===== src/decode_regs.vh =====
`ifndef DECODE_REGS_VH
`define DECODE_REGS_VH

// instruction cycle = four oscillator periods
`define PH_W 2
`define PH_READ 2'h1
`define PH_LAST 2'h3
`define PH_STEP 2'h1

// word layout
`define WORD_W 16
`define NIB_HI 15
`define NIB_LO 12
`define NIB_SECOND 4'hF
`define OPC_HI 15
`define OPC_LO 10
`define OPC_W 6
`define D_BIT 9
`define A_BIT 8
`define BIT_HI 11
`define BIT_LO 9
`define F_HI 7
`define F_LO 0
`define F12_HI 11
`define K8_HI 7
`define K4_HI 3
`define REL11_HI 10
`define REL11_SIGN 10
`define REL8_SIGN 7
`define S_CALL_BIT 8
`define S_RET_BIT 0
`define MM_HI 1
`define MM_LO 0

// operand widths
`define ADDR_W 12
`define LIT_W 20
`define BANK_W 4
`define CNT_W 2

// instruction kinds reported by the external opcode table
`define KIND_W 4
`define K_BYTE 4'h0
`define K_BIT 4'h1
`define K_LIT8 4'h2
`define K_MOVE 4'h3
`define K_LONG 4'h4
`define K_CALL 4'h5
`define K_LIT12 4'h6
`define K_BRA_REL 4'h7
`define K_COND_REL 4'h8
`define K_RET 4'h9
`define K_TBL 4'hA
`define K_SKIP 4'hB
`define K_CTRL 4'hC

// table pointer modes
`define MM_NONE 2'h0
`define MM_POST_INC 2'h1
`define MM_POST_DEC 2'h2
`define MM_PRE_INC 2'h3

// access region and watched port register
`define ACCESS_HI_BANK 4'hF
`define ACCESS_LO_BANK 4'h0
`define PORT_B_ADDR 12'hF81

// register port
`define RA_W 3
`define RA_CTRL 3'h0
`define RA_STATUS 3'h1
`define RA_WORD_LO 3'h2
`define RA_WORD_HI 3'h3
`define CTRL_RUN 0
`define CTRL_RESET 8'h01
`define BYTE_ZERO 8'h00
`define ONE_CYC 2'h1
`define TWO_CYC 2'h2
`define THREE_CYC 2'h3

`endif


===== src/field_split.v =====
`include "decode_regs.vh"

module field_split (
    word,
    bank_select_register,
    dest_file,
    access_bsr,
    bit_num,
    full_addr,
    tmode
);
    input wire [`WORD_W-1:0] word;
    input wire [`BANK_W-1:0] bank_select_register;
    output wire dest_file;
    output wire access_bsr;
    output wire [2:0] bit_num;
    output wire [`ADDR_W-1:0] full_addr;
    output wire [1:0] tmode;

    assign dest_file = word[`D_BIT];
    assign access_bsr = word[`A_BIT];
    assign bit_num = word[`BIT_HI:`BIT_LO];
    assign tmode = word[`MM_HI:`MM_LO];
    // a=0 maps into the fixed access region, upper half onto the top bank
    assign full_addr = word[`A_BIT] ? {bank_select_register, word[`F_HI:`F_LO]} :
        {(word[`F_HI] ? `ACCESS_HI_BANK : `ACCESS_LO_BANK), word[`F_HI:`F_LO]};
endmodule // field_split


===== src/instruction_word_decode.v =====
// Overview of operation
// - an ordinary instruction is one 16-bit word: opcode plus operand fields.
// - four instructions use two consecutive words forming one 32-bit encoding.
// - a second word starts with 1111; executed alone it is a no-operation.
// - single-word takes one cycle, two when a test is true or the counter changes.
// - every double-word instruction other than a taken long branch takes two instruction cycles.
// - one instruction cycle is four clock periods.
// - a taken two-word branch other than a call takes three instruction cycles; a call takes two.
// - destination bit zero sends result to accumulator, one back to file register.
// - access bit zero uses access region, one takes bank from bank select register.
// - bit instructions pick bit 0 to 7 with a three-bit field.
// - single-word file address is eight bits, 0x00 to 0xFF in the bank.
// - register move carries 12-bit source and 12-bit target addresses.
// - literal is decoded as 8, 12 or 20 bits depending on instruction.
// - table mode field: no change, post-increment, post-decrement or pre-increment.
// - any file register instruction reads the register first, then writes it.
// - that read of the port register clears the port change flag, may copy pins.
// - relative branches use a two's complement offset, others a direct address.
// - mode bit one saves or restores shadow registers, zero leaves them alone.
// - byte words: opcode 15..10, destination 9, access 8, file address 7..0.
// - bit words: 4-bit opcode, three-bit bit number, access bit, 8-bit address.
// - move second word starts 1111 and holds the 12-bit target address.
`include "decode_regs.vh"

module instruction_word_decode (
    clk,
    nrst,
    prog_word,
    instr_kind,
    cond_true,
    bank_select_register,
    reg_addr,
    reg_wdata,
    reg_wr,
    reg_rd,
    reg_rdata,
    instr_word_r,
    opcode_r,
    file_rd_r,
    file_wr_r,
    file_addr_r,
    bit_num_r,
    dest_accum_r,
    working_accumulator_wr_r,
    literal_r,
    target_r,
    rel_offset_r,
    pc_load_r,
    fetch_discard_r,
    exec_nop_r,
    instr_done_r,
    cycles_used_r,
    shadow_save_r,
    shadow_restore_r,
    table_pointer_mode_r,
    table_op_r,
    move_source_address_r,
    move_target_address_r,
    port_change_flag_clear_r,
    port_latch_copy_r,
    phase_r
);
    input wire clk;
    input wire nrst;
    input wire [`WORD_W-1:0] prog_word;
    input wire [`KIND_W-1:0] instr_kind;
    input wire cond_true;
    input wire [`BANK_W-1:0] bank_select_register;
    input wire [`RA_W-1:0] reg_addr;
    input wire [7:0] reg_wdata;
    input wire reg_wr;
    input wire reg_rd;
    output reg [7:0] reg_rdata;
    output reg [`WORD_W-1:0] instr_word_r;
    output reg [`OPC_W-1:0] opcode_r;
    output reg file_rd_r;
    output reg file_wr_r;
    output reg [`ADDR_W-1:0] file_addr_r;
    output reg [2:0] bit_num_r;
    output reg dest_accum_r;
    output reg working_accumulator_wr_r;
    output reg [`LIT_W-1:0] literal_r;
    output reg [`LIT_W-1:0] target_r;
    output reg [`LIT_W-1:0] rel_offset_r;
    output reg pc_load_r;
    output reg fetch_discard_r;
    output reg exec_nop_r;
    output reg instr_done_r;
    output reg [`CNT_W-1:0] cycles_used_r;
    output reg shadow_save_r;
    output reg shadow_restore_r;
    output reg [1:0] table_pointer_mode_r;
    output reg table_op_r;
    output reg [`ADDR_W-1:0] move_source_address_r;
    output reg [`ADDR_W-1:0] move_target_address_r;
    output reg port_change_flag_clear_r;
    output reg port_latch_copy_r;
    output reg [`PH_W-1:0] phase_r;

    localparam ST_FIRST = 3'b001;
    localparam ST_SECOND = 3'b010;
    localparam ST_FLUSH = 3'b100;

    // second word of a pair, called only by the lone-word check
    function is_second_word;
        input [`WORD_W-1:0] w;
        begin
            is_second_word = (w[`NIB_HI:`NIB_LO] == `NIB_SECOND);
        end
    endfunction

    function [`LIT_W-1:0] sext;
        input [`REL11_HI:0] v;
        input short8;
        begin
            if (short8) begin
                sext = {{(`LIT_W-8){v[`REL8_SIGN]}}, v[`K8_HI:0]};
            end else begin
                sext = {{(`LIT_W-11){v[`REL11_SIGN]}}, v};
            end
        end
    endfunction

    reg [2:0] state_r;
    reg [2:0] state_nxt;
    reg [`WORD_W-1:0] ir_r;
    reg [`WORD_W-1:0] first_r;
    reg [`KIND_W-1:0] kind_hold_r;
    reg [`CNT_W-1:0] cyc_cnt_r;
    reg [7:0] ctrl_r;
    reg [`WORD_W-1:0] last_word_r;
    reg [`ADDR_W-1:0] src_hold_r;

    wire [`PH_W-1:0] phase;
    wire cycle_end;
    wire dest_file;
    wire access_bsr;
    wire [2:0] bit_num;
    wire [`ADDR_W-1:0] full_addr;
    wire [1:0] tmode;
    wire run_en;
    wire lone_second;
    wire is_double;
    wire reads_file;
    wire writes_file;
    wire pc_change;
    wire skip_taken;
    wire [`ADDR_W-1:0] rd_addr;
    wire [`ADDR_W-1:0] move_target;

    phase_divider u_phase (
        .clk(clk),
        .nrst(nrst),
        .phase(phase),
        .cycle_end(cycle_end)
    );

    field_split u_fields (
        .word(ir_r),
        .bank_select_register(bank_select_register),
        .dest_file(dest_file),
        .access_bsr(access_bsr),
        .bit_num(bit_num),
        .full_addr(full_addr),
        .tmode(tmode)
    );

    assign run_en = ctrl_r[`CTRL_RUN];
    assign lone_second = (state_r == ST_FIRST) && is_second_word(ir_r);
    assign is_double = (instr_kind == `K_MOVE) || (instr_kind == `K_LONG) ||
        (instr_kind == `K_CALL) || (instr_kind == `K_LIT12);
    // every file-register form reads before any write, even pure writes
    assign reads_file = !lone_second && ((instr_kind == `K_BYTE) || (instr_kind == `K_BIT) ||
        (instr_kind == `K_SKIP));
    assign writes_file = !lone_second && (((instr_kind == `K_BYTE) && dest_file) ||
        (instr_kind == `K_BIT));
    assign pc_change = (instr_kind == `K_BRA_REL) || (instr_kind == `K_RET) ||
        ((instr_kind == `K_COND_REL) && cond_true);
    assign skip_taken = (instr_kind == `K_SKIP) && cond_true;
    assign move_target = ir_r[`F12_HI:0];
    assign rd_addr = (state_r == ST_FIRST && instr_kind == `K_MOVE) ? ir_r[`F12_HI:0] : full_addr;

    // instruction sequencing, decided once per instruction cycle
    always @* begin
        state_nxt = state_r;
        case (state_r)
            ST_FIRST: begin
                if (!run_en || lone_second) begin
                    state_nxt = ST_FIRST;
                end else if (is_double) begin
                    state_nxt = ST_SECOND;
                end else if (pc_change || skip_taken) begin
                    state_nxt = ST_FLUSH;
                end
            end
            ST_SECOND: begin
                if (kind_hold_r == `K_LONG && cond_true) begin
                    state_nxt = ST_FLUSH;
                end else begin
                    state_nxt = ST_FIRST;
                end
            end
            ST_FLUSH: begin
                state_nxt = ST_FIRST;
            end
            default: begin
                state_nxt = ST_FIRST;
            end
        endcase
    end

    always @(posedge clk) begin
        if (!nrst) begin
            state_r <= ST_FIRST;
            ir_r <= {`WORD_W{1'b0}};
            first_r <= {`WORD_W{1'b0}};
            kind_hold_r <= `K_CTRL;
            cyc_cnt_r <= `ONE_CYC;
            src_hold_r <= {`ADDR_W{1'b0}};
            last_word_r <= {`WORD_W{1'b0}};
            phase_r <= {`PH_W{1'b0}};
            instr_word_r <= {`WORD_W{1'b0}};
            opcode_r <= {`OPC_W{1'b0}};
            file_rd_r <= 1'b0;
            file_wr_r <= 1'b0;
            file_addr_r <= {`ADDR_W{1'b0}};
            bit_num_r <= 3'h0;
            dest_accum_r <= 1'b0;
            working_accumulator_wr_r <= 1'b0;
            literal_r <= {`LIT_W{1'b0}};
            target_r <= {`LIT_W{1'b0}};
            rel_offset_r <= {`LIT_W{1'b0}};
            pc_load_r <= 1'b0;
            fetch_discard_r <= 1'b0;
            exec_nop_r <= 1'b0;
            instr_done_r <= 1'b0;
            cycles_used_r <= `ONE_CYC;
            shadow_save_r <= 1'b0;
            shadow_restore_r <= 1'b0;
            table_pointer_mode_r <= `MM_NONE;
            table_op_r <= 1'b0;
            move_source_address_r <= {`ADDR_W{1'b0}};
            move_target_address_r <= {`ADDR_W{1'b0}};
            port_change_flag_clear_r <= 1'b0;
            port_latch_copy_r <= 1'b0;
        end else begin
            phase_r <= phase;
            instr_word_r <= ir_r;
            opcode_r <= ir_r[`OPC_HI:`OPC_LO];
            bit_num_r <= bit_num;
            dest_accum_r <= !dest_file;
            // read early in the cycle, write back at its end
            file_rd_r <= 1'b0;
            file_wr_r <= 1'b0;
            port_change_flag_clear_r <= 1'b0;
            port_latch_copy_r <= 1'b0;
            working_accumulator_wr_r <= 1'b0;
            pc_load_r <= 1'b0;
            fetch_discard_r <= 1'b0;
            exec_nop_r <= 1'b0;
            instr_done_r <= 1'b0;
            shadow_save_r <= 1'b0;
            shadow_restore_r <= 1'b0;
            table_op_r <= 1'b0;
            if (phase == `PH_READ && run_en && state_r == ST_FIRST &&
                (reads_file || (instr_kind == `K_MOVE && !lone_second))) begin
                file_rd_r <= 1'b1;
                file_addr_r <= rd_addr;
                // the read side effect hits the port even for write-only forms
                if (rd_addr == `PORT_B_ADDR) begin
                    port_change_flag_clear_r <= 1'b1;
                end
            end
            if (cycle_end) begin
                ir_r <= prog_word;
                state_r <= state_nxt;
                cyc_cnt_r <= cyc_cnt_r + `ONE_CYC;
                case (state_r)
                    ST_FIRST: begin
                        if (!run_en || lone_second) begin
                            exec_nop_r <= 1'b1;
                            instr_done_r <= run_en;
                            cycles_used_r <= `ONE_CYC;
                            cyc_cnt_r <= `ONE_CYC;
                        end else if (is_double) begin
                            first_r <= ir_r;
                            kind_hold_r <= instr_kind;
                            src_hold_r <= ir_r[`F12_HI:0];
                        end else begin
                            last_word_r <= ir_r;
                            if (writes_file) begin
                                file_wr_r <= 1'b1;
                                file_addr_r <= full_addr;
                                port_latch_copy_r <= (full_addr == `PORT_B_ADDR);
                            end
                            working_accumulator_wr_r <= (instr_kind == `K_BYTE) && !dest_file;
                            if (instr_kind == `K_LIT8) begin
                                literal_r <= {{(`LIT_W-8){1'b0}}, ir_r[`K8_HI:0]};
                                working_accumulator_wr_r <= 1'b1;
                            end
                            if (instr_kind == `K_BRA_REL || instr_kind == `K_COND_REL) begin
                                rel_offset_r <= sext(ir_r[`REL11_HI:0], instr_kind == `K_COND_REL);
                                pc_load_r <= pc_change;
                            end
                            if (instr_kind == `K_RET) begin
                                pc_load_r <= 1'b1;
                                shadow_restore_r <= ir_r[`S_RET_BIT];
                            end
                            if (instr_kind == `K_TBL) begin
                                table_op_r <= 1'b1;
                                table_pointer_mode_r <= tmode;
                            end
                            if (pc_change || skip_taken) begin
                                fetch_discard_r <= 1'b1;
                            end else begin
                                instr_done_r <= 1'b1;
                                cycles_used_r <= `ONE_CYC;
                                cyc_cnt_r <= `ONE_CYC;
                            end
                        end
                    end
                    ST_SECOND: begin
                        last_word_r <= first_r;
                        case (kind_hold_r)
                            `K_MOVE: begin
                                move_source_address_r <= src_hold_r;
                                move_target_address_r <= move_target;
                                file_wr_r <= 1'b1;
                                file_addr_r <= move_target;
                                port_latch_copy_r <= (move_target == `PORT_B_ADDR);
                            end
                            `K_LIT12: begin
                                literal_r <= {{(`LIT_W-12){1'b0}}, first_r[`K4_HI:0], ir_r[`K8_HI:0]};
                            end
                            `K_LONG, `K_CALL: begin
                                target_r <= {ir_r[`F12_HI:0], first_r[`K8_HI:0]};
                                literal_r <= {ir_r[`F12_HI:0], first_r[`K8_HI:0]};
                                pc_load_r <= (kind_hold_r == `K_CALL) || cond_true;
                                shadow_save_r <= (kind_hold_r == `K_CALL) && first_r[`S_CALL_BIT];
                            end
                            default: begin
                                exec_nop_r <= 1'b1;
                            end
                        endcase
                        if (kind_hold_r == `K_LONG && cond_true) begin
                            fetch_discard_r <= 1'b1;
                        end else begin
                            instr_done_r <= 1'b1;
                            cycles_used_r <= `TWO_CYC;
                            cyc_cnt_r <= `ONE_CYC;
                        end
                    end
                    ST_FLUSH: begin
                        // discarded prefetch runs as a no-operation
                        exec_nop_r <= 1'b1;
                        instr_done_r <= 1'b1;
                        cycles_used_r <= cyc_cnt_r;
                        cyc_cnt_r <= `ONE_CYC;
                    end
                    default: begin
                        exec_nop_r <= 1'b1;
                    end
                endcase
            end
        end
    end

    // register port: answer one cycle after the read strobe, never stalls
    always @(posedge clk) begin
        if (!nrst) begin
            ctrl_r <= `CTRL_RESET;
            reg_rdata <= `BYTE_ZERO;
        end else begin
            if (reg_wr && reg_addr == `RA_CTRL) begin
                ctrl_r <= reg_wdata;
            end
            reg_rdata <= `BYTE_ZERO;
            if (reg_rd) begin
                case (reg_addr)
                    `RA_CTRL: reg_rdata <= ctrl_r;
                    `RA_STATUS: reg_rdata <= {1'b0, state_r, cycles_used_r, phase_r};
                    `RA_WORD_LO: reg_rdata <= last_word_r[7:0];
                    `RA_WORD_HI: reg_rdata <= last_word_r[15:8];
                    default: reg_rdata <= `BYTE_ZERO;
                endcase
            end
        end
    end
endmodule // instruction_word_decode


===== src/phase_divider.v =====
`include "decode_regs.vh"

module phase_divider (
    clk,
    nrst,
    phase,
    cycle_end
);
    input wire clk;
    input wire nrst;
    output reg [`PH_W-1:0] phase;
    output wire cycle_end;

    // free-running so the four phases stay aligned to reset release
    always @(posedge clk) begin
        if (!nrst) begin
            phase <= {`PH_W{1'b0}};
        end else begin
            phase <= phase + `PH_STEP;
        end
    end

    assign cycle_end = (phase == `PH_LAST);
endmodule // phase_divider


===== config.mk =====
export PLATFORM = sky130hd
export DESIGN_NAME = instruction_word_decode
export DESIGN_NICKNAME = d
export VERILOG_FILES = /design/src/field_split.v /design/src/instruction_word_decode.v /design/src/phase_divider.v
export VERILOG_INCLUDE_DIRS = /design/src
export SDC_FILE = /design/constraint.sdc
export NUM_CORES = 1
export LEC_CHECK = 0
export ABC_AREA = 1
export BUFFER_PORTS_ARGS = -buffer_cell sky130_fd_sc_hd__buf_2
export CAP_MARGIN = 20
export CORE_MARGIN = 2
export CORE_UTILIZATION = 54
export DETAILED_ROUTE_END_ITERATION = 12
export GPL_TIMING_DRIVEN = 0
export HOLD_SLACK_MARGIN = 0.12
export PLACE_DENSITY = 0.76
export SLEW_MARGIN = 30
export SYNTH_ARGS = -nofsm -noshare
export SYNTH_HDL_FRONTEND = slang
export SYNTH_SLANG_ARGS = --single-unit

===== constraint.sdc =====
create_clock -name clk -period 1.8 [get_ports clk]
set_input_delay 0.18 -clock clk [delete_from_list [all_inputs] [get_ports clk]]
set_output_delay 0.18 -clock clk [all_outputs]
set_load 0.05 [all_outputs]

Yosys cells after proc, flatten, opt, wreduce, memory -nomap -nowiden --
Cells that the tools add are included.
Cells by class: $add $sub $neg 2, equality and inequality tests 35, mux-type cells 68, bitwise gates (word level) 6, reductions and logical operators 52
Operators with widths (count):
- two-way mux 12 bit | 8
- two-way mux 20 bit | 4
- case mux 20 bit (2 select lines) | 2
- equality test 12 bit, second input constant | 3
- two-way mux 16 bit | 2
- case mux 16 bit (2 select lines) | 1
- case mux 8 bit (4 select lines) | 1
- equality test 4 x 3 -> 1 bit, second input constant | 7
- two-way mux 1 bit | 27
- case mux 12 bit (2 select lines) | 1
- equality test 4 bit, second input constant | 5
- two-way mux 2 bit | 8
- logical AND 1 bit | 15
- AND reduction 5 bit | 3
- logical OR 1 bit | 13
- equality test 4 x 2 -> 1 bit, second input constant | 3
- two-way mux 3 bit | 4
- case mux 2 bit (3 select lines) | 2
- AND reduction 4 bit | 3
- case mux 1 bit (2 select lines) | 5
- equality test 3 x 2 -> 1 bit, second input constant | 3
- AND reduction 2 bit | 4
- equality test 3 x 1 -> 1 bit, second input constant | 2
- != test 2 bit, second input constant | 3
- other kinds (25) | 34
Storage, ports and cells: flip-flop bits (word level) 227, input bits 40, output and inout port bits 148, logic and storage cells 198

Depth between registers and ports, before layout --
Gate-level depths: netlist (run 1).
depth in word-level cells 12, mapped depth 12, gate-level depth less buffers 11

Cells and area by module --
From an unflattened synthesis (run 1), not the netlist that was laid out.
Unflattened totals: cell total of the unflattened synthesis 1183, area, all modules 8528.2 µm²
Modules (own cells, without submodules):
- instruction_word_decode | times used 1, cells an instance 1151, area an instance 8305.5 µm², seq. area each 3963.8 µm²
- field_split | times used 1, cells an instance 25, area an instance 152.6 µm², seq. area each 0.0 µm²
- phase_divider | times used 1, cells an instance 7, area an instance 70.1 µm², seq. area each 40.0 µm²

Worst setup path before layout (run 1) --
Ideal clock, no wire load.
path type reg2reg, from register u_phase.phase[0], to register literal_r[14], setup time 0.128 ns, arrival 1.505 ns, data required time 1.672 ns, slack 0.167 ns, stages on the path, launching flop included 10, buffers on the path 2, period minus slack after synthesis 1.633 ns, path through dfxtp_1 ha_1 inv_1 clkbuf_1 a21oi_1 nand3_1 buf_2 nand2_1 nand2_1 nor2_1
Between the ends: longest elaborated chain between the ends 2
Ends and longest elaborated chain:
- from (decl) | RTL line phase_divider.v:11 | output reg [`PH_W-1:0] phase;
- from (signal assigned) | RTL line phase_divider.v:17 | phase <= {`PH_W{1'b0}};
- from (signal assigned) | RTL line phase_divider.v:19 | phase <= phase + `PH_STEP;
- equality test 2 bit (no source line)
- AND reduction 6 bit (no source line)
- to (signal assigned) | RTL line instruction_word_decode.v:230 | literal_r <= {`LIT_W{1'b0}};
- to (signal assigned) | RTL line instruction_word_decode.v:298 | literal_r <= {{(`LIT_W-8){1'b0}}, ir_r[`K8_HI:0]};
- to (signal assigned) | RTL line instruction_word_decode.v:333 | literal_r <= {{(`LIT_W-12){1'b0}}, first_r[`K4_HI:0], ir_r[`K8_HI:0]};
- to (decl) | RTL line instruction_word_decode.v:82 | output reg [`LIT_W-1:0] literal_r;
Every way passes these cells. A chain may end at the register's enable or synchronous reset.

Final worst setup path (run 1) --
from register ir_r[0], to register port_latch_copy_r
Between the ends: longest elaborated chain between the ends 6, elaborated cells between the ends (all ways) 8, classes of those cells eq/ne: 2; mux: 6
Ends and longest elaborated chain:
- from (decl) | RTL line instruction_word_decode.v:126 | reg [`WORD_W-1:0] ir_r;
- from (signal assigned) | RTL line instruction_word_decode.v:215 | ir_r <= {`WORD_W{1'b0}};
- from (signal assigned) | RTL line instruction_word_decode.v:275 | ir_r <= prog_word;
- two-way mux 12 bit | RTL line field_split.v:25 | assign full_addr = word[`A_BIT] ? {bank_select_register, word[`F_HI:`F_LO]} :
- equality test 12 bit (no source line)
- two-way mux 1 bit | RTL line instruction_word_decode.v:291 | if (writes_file) begin
- two-way mux 1 bit | RTL line instruction_word_decode.v:285 | end else if (is_double) begin
- two-way mux 1 bit | RTL line instruction_word_decode.v:280 | if (!run_en || lone_second) begin
- case mux 1 bit (2 select lines) (*) | RTL line instruction_word_decode.v:278 | case (state_r)
- to (signal assigned) | RTL line instruction_word_decode.v:294 | port_latch_copy_r <= (full_addr == `PORT_B_ADDR);
- to (signal assigned) | RTL line instruction_word_decode.v:330 | port_latch_copy_r <= (move_target == `PORT_B_ADDR);
- to (decl) | RTL line instruction_word_decode.v:97 | output reg port_latch_copy_r;
Mark *: on every way between the ends. The rest lies on a longest branch, timed or not.

==> run_results.csv, run 1 <==
group,metric,value,unit
run_status,status,"finished clean",
grt,grt_util_all_layers,30.64,%
routing,post_drt_wl_per_cell,16.72,µm
pwr,powerDensity,890.2,nW/µm²
clock_network,htreeDepth,4,
yosys,yosysTopAreaCell,"dfxtp_1",
floorplan,die_y,126.3,µm
worst_setup_path,cp-end-kind,"register",
timing,setup_violations,0,
routing,dr.first_iter.drc_count,685,
grt,grt_first_pass_wirelength,38.05,mm
timing,rsz0062_at_grt,"yes",
clock_network,cts-root-buf,"clkbuf_16",
layout,final_layout_size_suffix_gt1_share,24.80,%
pwr,ir_drop,726.2,µV
worst_setup_path,crit_fanout,5,
grt,grt_pass1_vias,7362,
grt,gr-usage-met2,50.76,%
floorplan,dieArea,15950,µm²
routing,drt_wl_total,25.54,mm
placed_design,io_buffers,186,
routing,drc,0,
floorplan,std_cell_rows,44,
yosys,yosysSeqAreaShare,48.83,%
timing,fmax,562.9,MHz
layout,stdcell_area,10350,µm²
min_path,hold_class,"primary input to register",
placed_design,hpwl,18.42,mm
timing,fin_worst_skew,0.01026,ns
routing,num_vias,8167,
clock_network,cts_made_buffers,17,
clock_network,cts_sinks,197,
timing,worst_pin_slew,0.8845,ns
routing,ant_nets,0,
yosys,synth_seq_cells,197,
layout,nNetsFinal,1372,
timing,maxSlewHeadroom,40.58,%
clock_network,clk_latency,0.44,ns
layout,area_growth,28.10,%
worst_setup_path,path_class,"register to register",
pwr,power,9.210,mW
routing,via_per_inst,5.348,
worst_setup_path,arrival,2.14,ns
timing,fin_crit_sh,98.70,%
floorplan,start_util,55.36,%
yosys,ys_warn_count,0,
pwr,leakagePower,5.212,nW
layout,fin_util,70.92,%
worst_setup_path,critPathRequiredTime,2.16,ns
clock_network,cts_tree,"done",
grt,globalRouteMet1Util,38.21,%
yosys,avgSynthCellArea,7.471,µm²
timing,hold_viol,0,
worst_setup_path,critPathLaunchType,"register",
flow_run,cap_violations,0,
yosys,synth_most_common_cell,"nand2_1",
yosys,synth.area.top_cells,"dfxtp_1 49%, nand2_1 11%, o21ai_0 6.6%, inv_1 6.0%, nor2_1 5.6%",
yosys,ys.flop_type,"dfxtp_1",
grt,top_usage_layer,"met2",
grt,grt_start_max_net_pins,19,
grt,grt.overflow.total,0,
floorplan,core_area,14590,µm²
yosys,yosys.area.top_type_share,48.83,%
yosys,synth_fp_nets,1123,
yosys,synth_edf_count,0,
routing,drt_pre_antenna_iters,6,
clock_network,clkTransAtPathRegs,0.07,ns
clock_network,cts_buffer_depth,2,
grt,met3_usage,7.296,%
yosys,synth_cells,1081,
timing,whs,0.1417,ns
grt,antenna_found_initial,0,
yosys,async_flop_share,0,%
placed_design,finalWeightedCongestion,0.9598,
timing,fin_tns_setup,0,ns
floorplan,die_x,126.3,µm
yosys,yosysUniqueCellTypes,36,
layout,diodes,0,
timing,fin_crit,1.777,ns
timing,finalMaxSlewViolations,0,
yosys,ys_top_cells_by_count,"236 x nand2_1, 197 x dfxtp_1, 129 x inv_1",
floorplan,io_pins,188,
yosys,synthesis.area,8076,µm²
placed_design,post_dp_cell_area,9238,µm²
-- metrics by stage --
step                setup WS, ns  instances
finish                   0.02334       1527
CTS                    0.0006632       1511
global route            -0.05746       1527
global placement         -0.4448       1451
detailed placement       -0.4701       1451
floorplan                 0.1668       1081
-- metal layers --
layer	up-vias	share of wire, %
met3	65	8.3
met5	-	0
li1	3960	-
met4	0	3.7
met2	398	48
met1	3744	40
-- logic make-up (layout without fill, tap and decap cells) --
kind of cell	Yosys count	count (layout)	synth area share, %
flops	197	197	48.83
compound gates	231	231	15.60
simple gates	445	445	23.90
fa+ha+maj	2	2	0.3098
buf+inv	206	468	11.36
-- flip-flops by register name, summed over array words and instances, names as in the netlist, 8 cells and up --
signal / flops
instr_word_r: 16
ctrl_r: 8
rel_offset_r: 11
file_addr_r: 12
first_r: 16
move_target_address_r: 12
move_source_address_r: 12
reg_rdata: 8
last_word_r: 16
target_r: 20
ir_r: 16
literal_r: 20
-- area by class of cell --
class | instances | area [µm²]
multi-input cells | 678 | 3293
fillers | 1229 | 4243
clock buffers | 20 | 456.7
inverters | 139 | 529.3
well taps | 184 | 230.2
plain buffers | 66 | 424.2
clock inverters | 12 | 128.9
repair buffers | 231 | 1334
flip-flops and latches | 197 | 3950
-- report_power, final --
group	internal, mW	switching (mW)	total [mW]
clock network	2.03	1.76	3.80
registers	4.45	0.0987	4.55
logic	0.279	0.589	0.868
-- worst max-delay path, cell delays in order, from the launching register on --
cell and delay (ns):
dfxtp_1 0.49, nand2_1 0.17, inv_1 0.17, nand4_1 0.09
nor4_1 0.46, nand3_1 0.15, a21oi_1 0.17
-- layout by cell type, fill, tap and decap left out, types with 3 or more instances in the layout --
| cell | count |
|---|---|
| a211oi_1 | 6 |
| a21oi_1 | 68 |
| a221oi_1 | 8 |
| a31oi_1 | 4 |
| buf_1 | 5 |
| buf_2 | 195 |
| buf_4 | 44 |
| buf_6 | 7 |
| clkbuf_1 | 17 |
| clkbuf_16 | 17 |
| clkbuf_8 | 3 |
| dfxtp_1 | 192 |
| dfxtp_2 | 5 |
| dlygate4sd3_1 | 26 |
| inv_1 | 127 |
| inv_2 | 8 |
| inv_6 | 5 |
| inv_8 | 3 |
| nand2_1 | 234 |
| nand2_2 | 6 |
| nand2_4 | 3 |
| nand3_1 | 46 |
| nand4_1 | 9 |
| nor2_1 | 119 |
| nor2_4 | 9 |
| nor3_1 | 5 |
| nor3_2 | 3 |
| nor4_1 | 3 |
| o21ai_0 | 98 |
| o21ai_1 | 17 |
| o22ai_1 | 21 |
-- worst paths after layout --
path | startpoint | to | slack [ns] | cells past startpoint
setup / recovery | ir_r[0] | port_latch_copy_r | 0.02 | 6
setup reg to reg | ir_r[0] | port_latch_copy_r | 0.02 | 6
hold reg to reg | u_phase.phase[1] | phase_r[1] | 0.46 | 2
hold / removal | instr_kind[1] | kind_hold_r[1] | 0.14 | 3
-- repair_timing --
action,in CTS,in global routing
hold buffers,26,0
gates resized for setup,19,30
buffers inserted,2,16
pin swaps,1,12
hold endpoints to repair,26,0
setup endpoints to repair,79,104
cloned,0,1
No activity file was read; power rests on OpenSTA's default activity.
==> inputs of run 2 (changes only) <==
clock period = 1.87 ns   (was 1.8 ns; I/O delays follow)
==> run 2 against run 1 <==
Global-route usage down 0.090 points; non-clock buffer count fell by 11; critical path depth decreased by 1; die area unchanged; critical endpoint unchanged; via count shrank 0.99%; clock power decreased by 4%; total power fell by 4.0%; cell area shrank 1.1%; count of clock-buffer cells in the layout stayed put.
==> run_results.csv, run 2 (synthesis gave the netlist of run 1 again) <==
group,metric,value,unit
placed_design,hpwl,18.42,mm
clock_network,clkTransAtPathRegs,0.07,ns
min_path,hold_depth,4,
clock_network,cts_tree,"done",
clock_network,htreeDepth,4,
layout,area_growth,26.66,%
pwr,switchingPower,2.353,mW
routing,dr.first_iter.drc_count,777,
grt,gr-usage-met2,50.92,%
timing,fin_worst_skew,0.01354,ns
worst_setup_path,arrival,2.22,ns
timing,fin_crit_sh,99.11,%
worst_setup_path,r2r_start,"ir_r[7]",
timing,setup_violations,0,
floorplan,core_area,14590,µm²
floorplan,io_pins,188,
clock_network,cts_buffer_depth,2,
grt,met3_usage,6.959,%
routing,drt_wl_total,25.06,mm
timing,rsz0062_at_grt,"yes",
clock_network,cts_sinks,197,
grt,grt_first_pass_wirelength,37.94,mm
timing,finalMaxSlewViolations,0,
layout,final_layout_size_suffix_gt1_share,23.72,%
worst_setup_path,rrSetupSlack,0.02,ns
layout,nNetsFinal,1361,
floorplan,start_util,55.36,%
placed_design,io_buffers,186,
timing,fin_crit,1.853,ns
worst_setup_path,crit_fanout,8,
flow_run,cap_violations,0,
grt,grt_pass1_vias,7341,
pwr,sw_frac_of_total,26.61,%
min_path,holdCritStartpoint,"instr_kind[3]",
pwr,p_int,6.490,mW
min_path,min_to,"working_accumulator_wr_r",
layout,reg_top3,"literal_r: 20 flops, target_r: 20 flops",
worst_setup_path,critPathLaunchType,"register",
grt,top_usage_layer,"met2",
pwr,p_clk_share,41.4,%
worst_setup_path,reg2regPathDepth,5,
timing,maxSlewHeadroom,40.60,%
layout,mostFrequentLayoutCells,"234 x nand2_1, 194 x buf_2, 194 x dfxtp_1",
worst_setup_path,rr_endpoint,"port_latch_copy_r",
run_status,status,"finished clean",
grt,grt_util_all_layers,30.55,%
grt,globalRouteMet1Util,38.13,%
routing,ant_nets,0,
grt,antenna_found_initial,0,
worst_setup_path,critPathRequiredTime,2.24,ns
worst_setup_path,path_class,"register to register",
timing,hold_viol,0,
pwr,ir_drop,706.9,µV
grt,grt_start_max_net_pins,19,
layout,nFillCells,1239,
timing,worst_pin_slew,0.8842,ns
layout,layout_commonest_cell,"nand2_1",
routing,via_per_inst,5.334,
timing,fin_tns_setup,0,ns
pwr,powerDensity,864.4,nW/µm²
routing,num_vias,8086,
clock_network,cts-root-buf,"clkbuf_16",
routing,drt_pre_antenna_iters,5,
routing,drc,0,
floorplan,dieArea,15950,µm²
grt,grt.overflow.total,0,
pwr,comb_power_share,9.2,%
layout,diodes,0,
worst_setup_path,cp-end-kind,"register",
floorplan,die_y,126.3,µm
clock_network,cts_made_buffers,17,
clock_network,clk_latency,0.44,ns
floorplan,die_x,126.3,µm
pwr,leakagePower,5.145,nW
pwr,seqPwrFrac,49.4,%
placed_design,finalWeightedCongestion,0.9598,
routing,post_drt_wl_per_cell,16.53,µm
layout,fin_util,70.12,%
floorplan,std_cell_rows,44,
min_path,hold_class,"primary input to register",
timing,fmax,539.6,MHz
[run 2: changes by cell type in the layout (fill, tap and decap cells not counted), sizes merged]
cell,change
buf,-16
clkbuf,+5
[run 2: how the worst max path moves through the flow]
| stage | end | start | cells past startpoint |
|---|---|---|---|
| after floorplan | literal_r[14] | u_phase.phase[0] | 9 |
| after global placement | literal_r[14] | u_phase.phase[0] | 9 |
| after detailed placement | last_word_r[9] | u_phase.phase[0] | 8 |
| after CTS | target_r[19] | state_r[1] | 10 |
| after global routing | last_word_r[9] | instr_kind[0] | 11 |
| final | port_latch_copy_r | ir_r[7] | 5 |
[run 2: final cells by class]
type	count	area (µm²)	area share, %
Buffer	67	425.4	4.159
Sequential cell	197	3948	38.59
Timing Repair Buffer	219	1244	12.16
Clock inverter	12	128.9	1.260
Inverter	139	526.8	5.149
Clock buffer	20	456.7	4.464
Tap cell	184	230.2	2.250
Multi-Input combinational cell	678	3271	31.97
[run 2: per-layer routing]
layer | routed length [µm] | share of wire, % | vias to the layer above
met1 | 10070 | 40 | 3715
met5 | 0 | 0 | -
met3 | 2176 | 8.7 | 54
li1 | - | - | 3937
met4 | 851 | 3.4 | 0
met2 | 11970 | 48 | 380
[run 2: per-stage QoR]
stage	hold slack [ns]	setup WS, ns	power (mW)	cell area (µm²)	cells
2_1_floorplan	0.3072	0.2368	4.941	8077	1081
3_3_place_gp	0.3985	-0.3748	5.188	9238	1451
3_5_place_dp	0.3969	-0.4001	5.195	9238	1451
4_1_cts	0.1307	0.01012	8.823	10140	1510
5_1_grt	0.1643	-0.04445	9.089	10230	1516
6_report	0.1399	0.01663	8.843	10230	1516
[run 2: power groups by stage]
| stage | logic (mW) | clock network (mW) | registers [mW] |
|---|---|---|---|
| after floorplan | 0.417 | 0 | 4.52 |
| after global placement | 0.729 | 0 | 4.46 |
| after detailed placement | 0.735 | 0 | 4.46 |
| after CTS | 0.792 | 3.67 | 4.36 |
| after global routing | 0.879 | 3.83 | 4.37 |
| final | 0.815 | 3.66 | 4.37 |
[run 2: critical path: stages, from the launching register on]
cell	delay (ns)
dfxtp_1	0.31
clkbuf_1	0.46
inv_1	0.18
nor4_1	0.52
nand3_1	0.14
a21oi_1	0.17
[run 2: timing repair]
item,CTS,global route
endpoints found under the setup margin,60,90
setup buffers,1,6
gates resized for setup,15,20
hold endpoints to repair,26,0
cloned,0,0
pin swaps,1,4
hold buffers,26,0
==> inputs of run 3 (changes only) <==
clock period = 1.9 ns   (was 1.87 ns; I/O delays follow)
==> run 3 against run 2 <==
Sequential power decreased by 2%; cell area about the same; largest cell class unchanged; register-to-register slack about the same; fmax decreased by 1.8%; clock skew decreased by 0.0014 ns; count of clock-buffer cells in the layout unchanged; first-iteration DRC count decreased by 6.8%; final cell count unchanged; worst setup slack got worse by 0.0033 ns; clock power decreased by 1%; die area unchanged; non-clock buffer count unchanged.
==> run_results.csv, run 3 (synthesis gave the netlist of run 1 again) <==
group,metric,value,unit
timing,fmax,530.0,MHz
clock_network,cts_buffer_depth,2,
pwr,ir_drop,695.2,µV
timing,setup_violations,0,
layout,final_layout_size_suffix_gt1_share,23.95,%
worst_setup_path,critPathRequiredTime,2.27,ns
layout,layout_commonest_cell,"nand2_1",
grt,grt_util_all_layers,30.48,%
placed_design,io_buffers,186,
clock_network,clkTransAtPathRegs,0.07,ns
worst_setup_path,crit_fanout,8,
routing,dr.first_iter.drc_count,724,
floorplan,start_util,55.36,%
layout,nNetsFinal,1361,
grt,grt_first_pass_wirelength,37.84,mm
layout,mostFrequentLayoutCells,"234 x nand2_1, 196 x buf_2, 194 x dfxtp_1",
layout,finalNonFillerCells,1516,
floorplan,std_cell_rows,44,
worst_setup_path,critPathBufInv,2,
placed_design,placedCellCount,1451,
layout,area_growth,26.62,%
min_path,hold_depth,4,
min_path,holdCritStartpoint,"instr_kind[3]",
routing,drt_pre_antenna_iters,6,
worst_setup_path,rr_endpoint,"port_latch_copy_r",
routing,post_drt_wl_per_cell,16.48,µm
worst_setup_path,reg2regPathDepth,5,
clock_network,cts-root-buf,"clkbuf_16",
clock_network,cts_tree,"done",
timing,fin_crit_sh,99.30,%
layout,stdcell_area,10230,µm²
routing,via_per_inst,5.325,
floorplan,io_pins,188,
placed_design,finalWeightedCongestion,0.9598,
timing,fin_worst_skew,0.01218,ns
placed_design,post_dp_cell_area,9238,µm²
timing,worst_pin_slew,0.8813,ns
layout,multi_input_area,3274,µm²
grt,grt_start_max_net_pins,19,
run_status,status,"finished clean",
clock_network,clk_latency,0.44,ns
layout,diodes,0,
layout,regArea,3948,µm²
timing,maxSlewHeadroom,40.79,%
layout,nFillCells,1242,
routing,num_vias,8072,
worst_setup_path,rrSetupSlack,0.01,ns
timing,hold_viol,0,
worst_setup_path,critPathLaunchType,"register",
pwr,powerDensity,851.8,nW/µm²
floorplan,die_y,126.3,µm
placed_design,hpwl,18.42,mm
routing,drc,0,
grt,antenna_found_initial,0,
clock_network,cts_made_buffers,17,
layout,fin_util,70.09,%
worst_setup_path,path_cells,"clkbuf_1 -> inv_1 -> nor4_1 -> nand3_1 -> a21oi_1",
timing,finalMaxSlewViolations,0,
worst_setup_path,cp_slowest_stage_delay,0.54,ns
clock_network,htreeDepth,4,
clock_network,cts_sinks,197,
grt,grt_pass1_vias,7307,
worst_setup_path,cp_top_family,"simple AND/OR/NAND/NOR gates",
routing,ant_nets,0,
pwr,leakagePower,5.145,nW
worst_setup_path,path_class,"register to register",
worst_setup_path,r2r_start,"ir_r[7]",
routing,drt_wl_total,24.98,mm
layout,reg_top3,"literal_r: 20 flops, target_r: 20 flops",
flow_run,cap_violations,0,
floorplan,die_x,126.3,µm
floorplan,core_area,14590,µm²
worst_setup_path,cp-end-kind,"register",
timing,fin_crit,1.887,ns
worst_setup_path,arrival,2.25,ns
grt,grt.overflow.total,0,
min_path,min_to,"working_accumulator_wr_r",
worst_setup_path,cp_slowest_cell,"nor4_1",
min_path,hold_class,"primary input to register",
floorplan,dieArea,15950,µm²
run 3: cell counts in the layout (fill, tap and decap cells not counted):
No cell type changed its count.
run 3: timing repair:
item	in CTS	in global routing
endpoints found under the hold margin	26	0
hold buffers	26	0
buffers inserted	0	7
cloned	0	0
pin swaps	0	3
endpoints found under the setup margin	57	91
gates resized for setup	11	26
run 3: cell type report:
type | count | share of cell area (%)
Clock buffer | 20 | 4.466
Multi-Input combinational cell | 678 | 32.02
Inverter | 139 | 5.151
Sequential cell | 197 | 38.60
Timing Repair Buffer | 219 | 12.16
Buffer | 67 | 4.087
Tap cell | 184 | 2.251
Clock inverter | 12 | 1.260
run 3: power breakdown:
| group | switching (mW) | internal [mW] |
|---|---|---|
| Sequential | 0.0888 | 4.21 |
| Combinational | 0.554 | 0.250 |
| Clock | 1.68 | 1.93 |
run 3: how the worst max path moves through the flow:
stage,slack (ns),from,endpoint,depth (start not counted)
floorplan,0.27,u_phase.phase[0],literal_r[14],9
global placement,-0.34,u_phase.phase[0],literal_r[14],9
detailed placement,-0.37,u_phase.phase[0],last_word_r[9],8
CTS,-0.02,u_phase.phase[0],literal_r[10],8
global route,-0.02,instr_kind[0],last_word_r[14],11
finish,0.01,ir_r[7],port_latch_copy_r,5
run 3: per-layer routing:
layer	up-vias	global-route usage (%)	share of wire, %
met3	66	6.748	8.4
met4	0	13.06	3.8
met5	-	0	0
met1	3714	38.32	40
li1	3928	-	-
met2	364	50.73	48
run 3: through the flow:
stage	hold slack (ns)	setup TNS (ns)	power, mW	worst slack, ns
final	0.1375	0	8.711	0.01334
after global routing	0.1673	-0.03219	8.951	-0.01907
after CTS	0.1337	-0.01680	8.677	-0.01680
after detailed placement	0.3999	-19.47	5.113	-0.3701
after global placement	0.4015	-17.57	5.106	-0.3448
after floorplan	0.3102	0	4.863	0.2668
run 3: worst register-to-register path, delay by kind of cell (launching register included):
kind            cells  cell delay, ns
simple gates        2            0.70
buf+inv             2            0.64
flops               1            0.31
compound gates      1            0.17
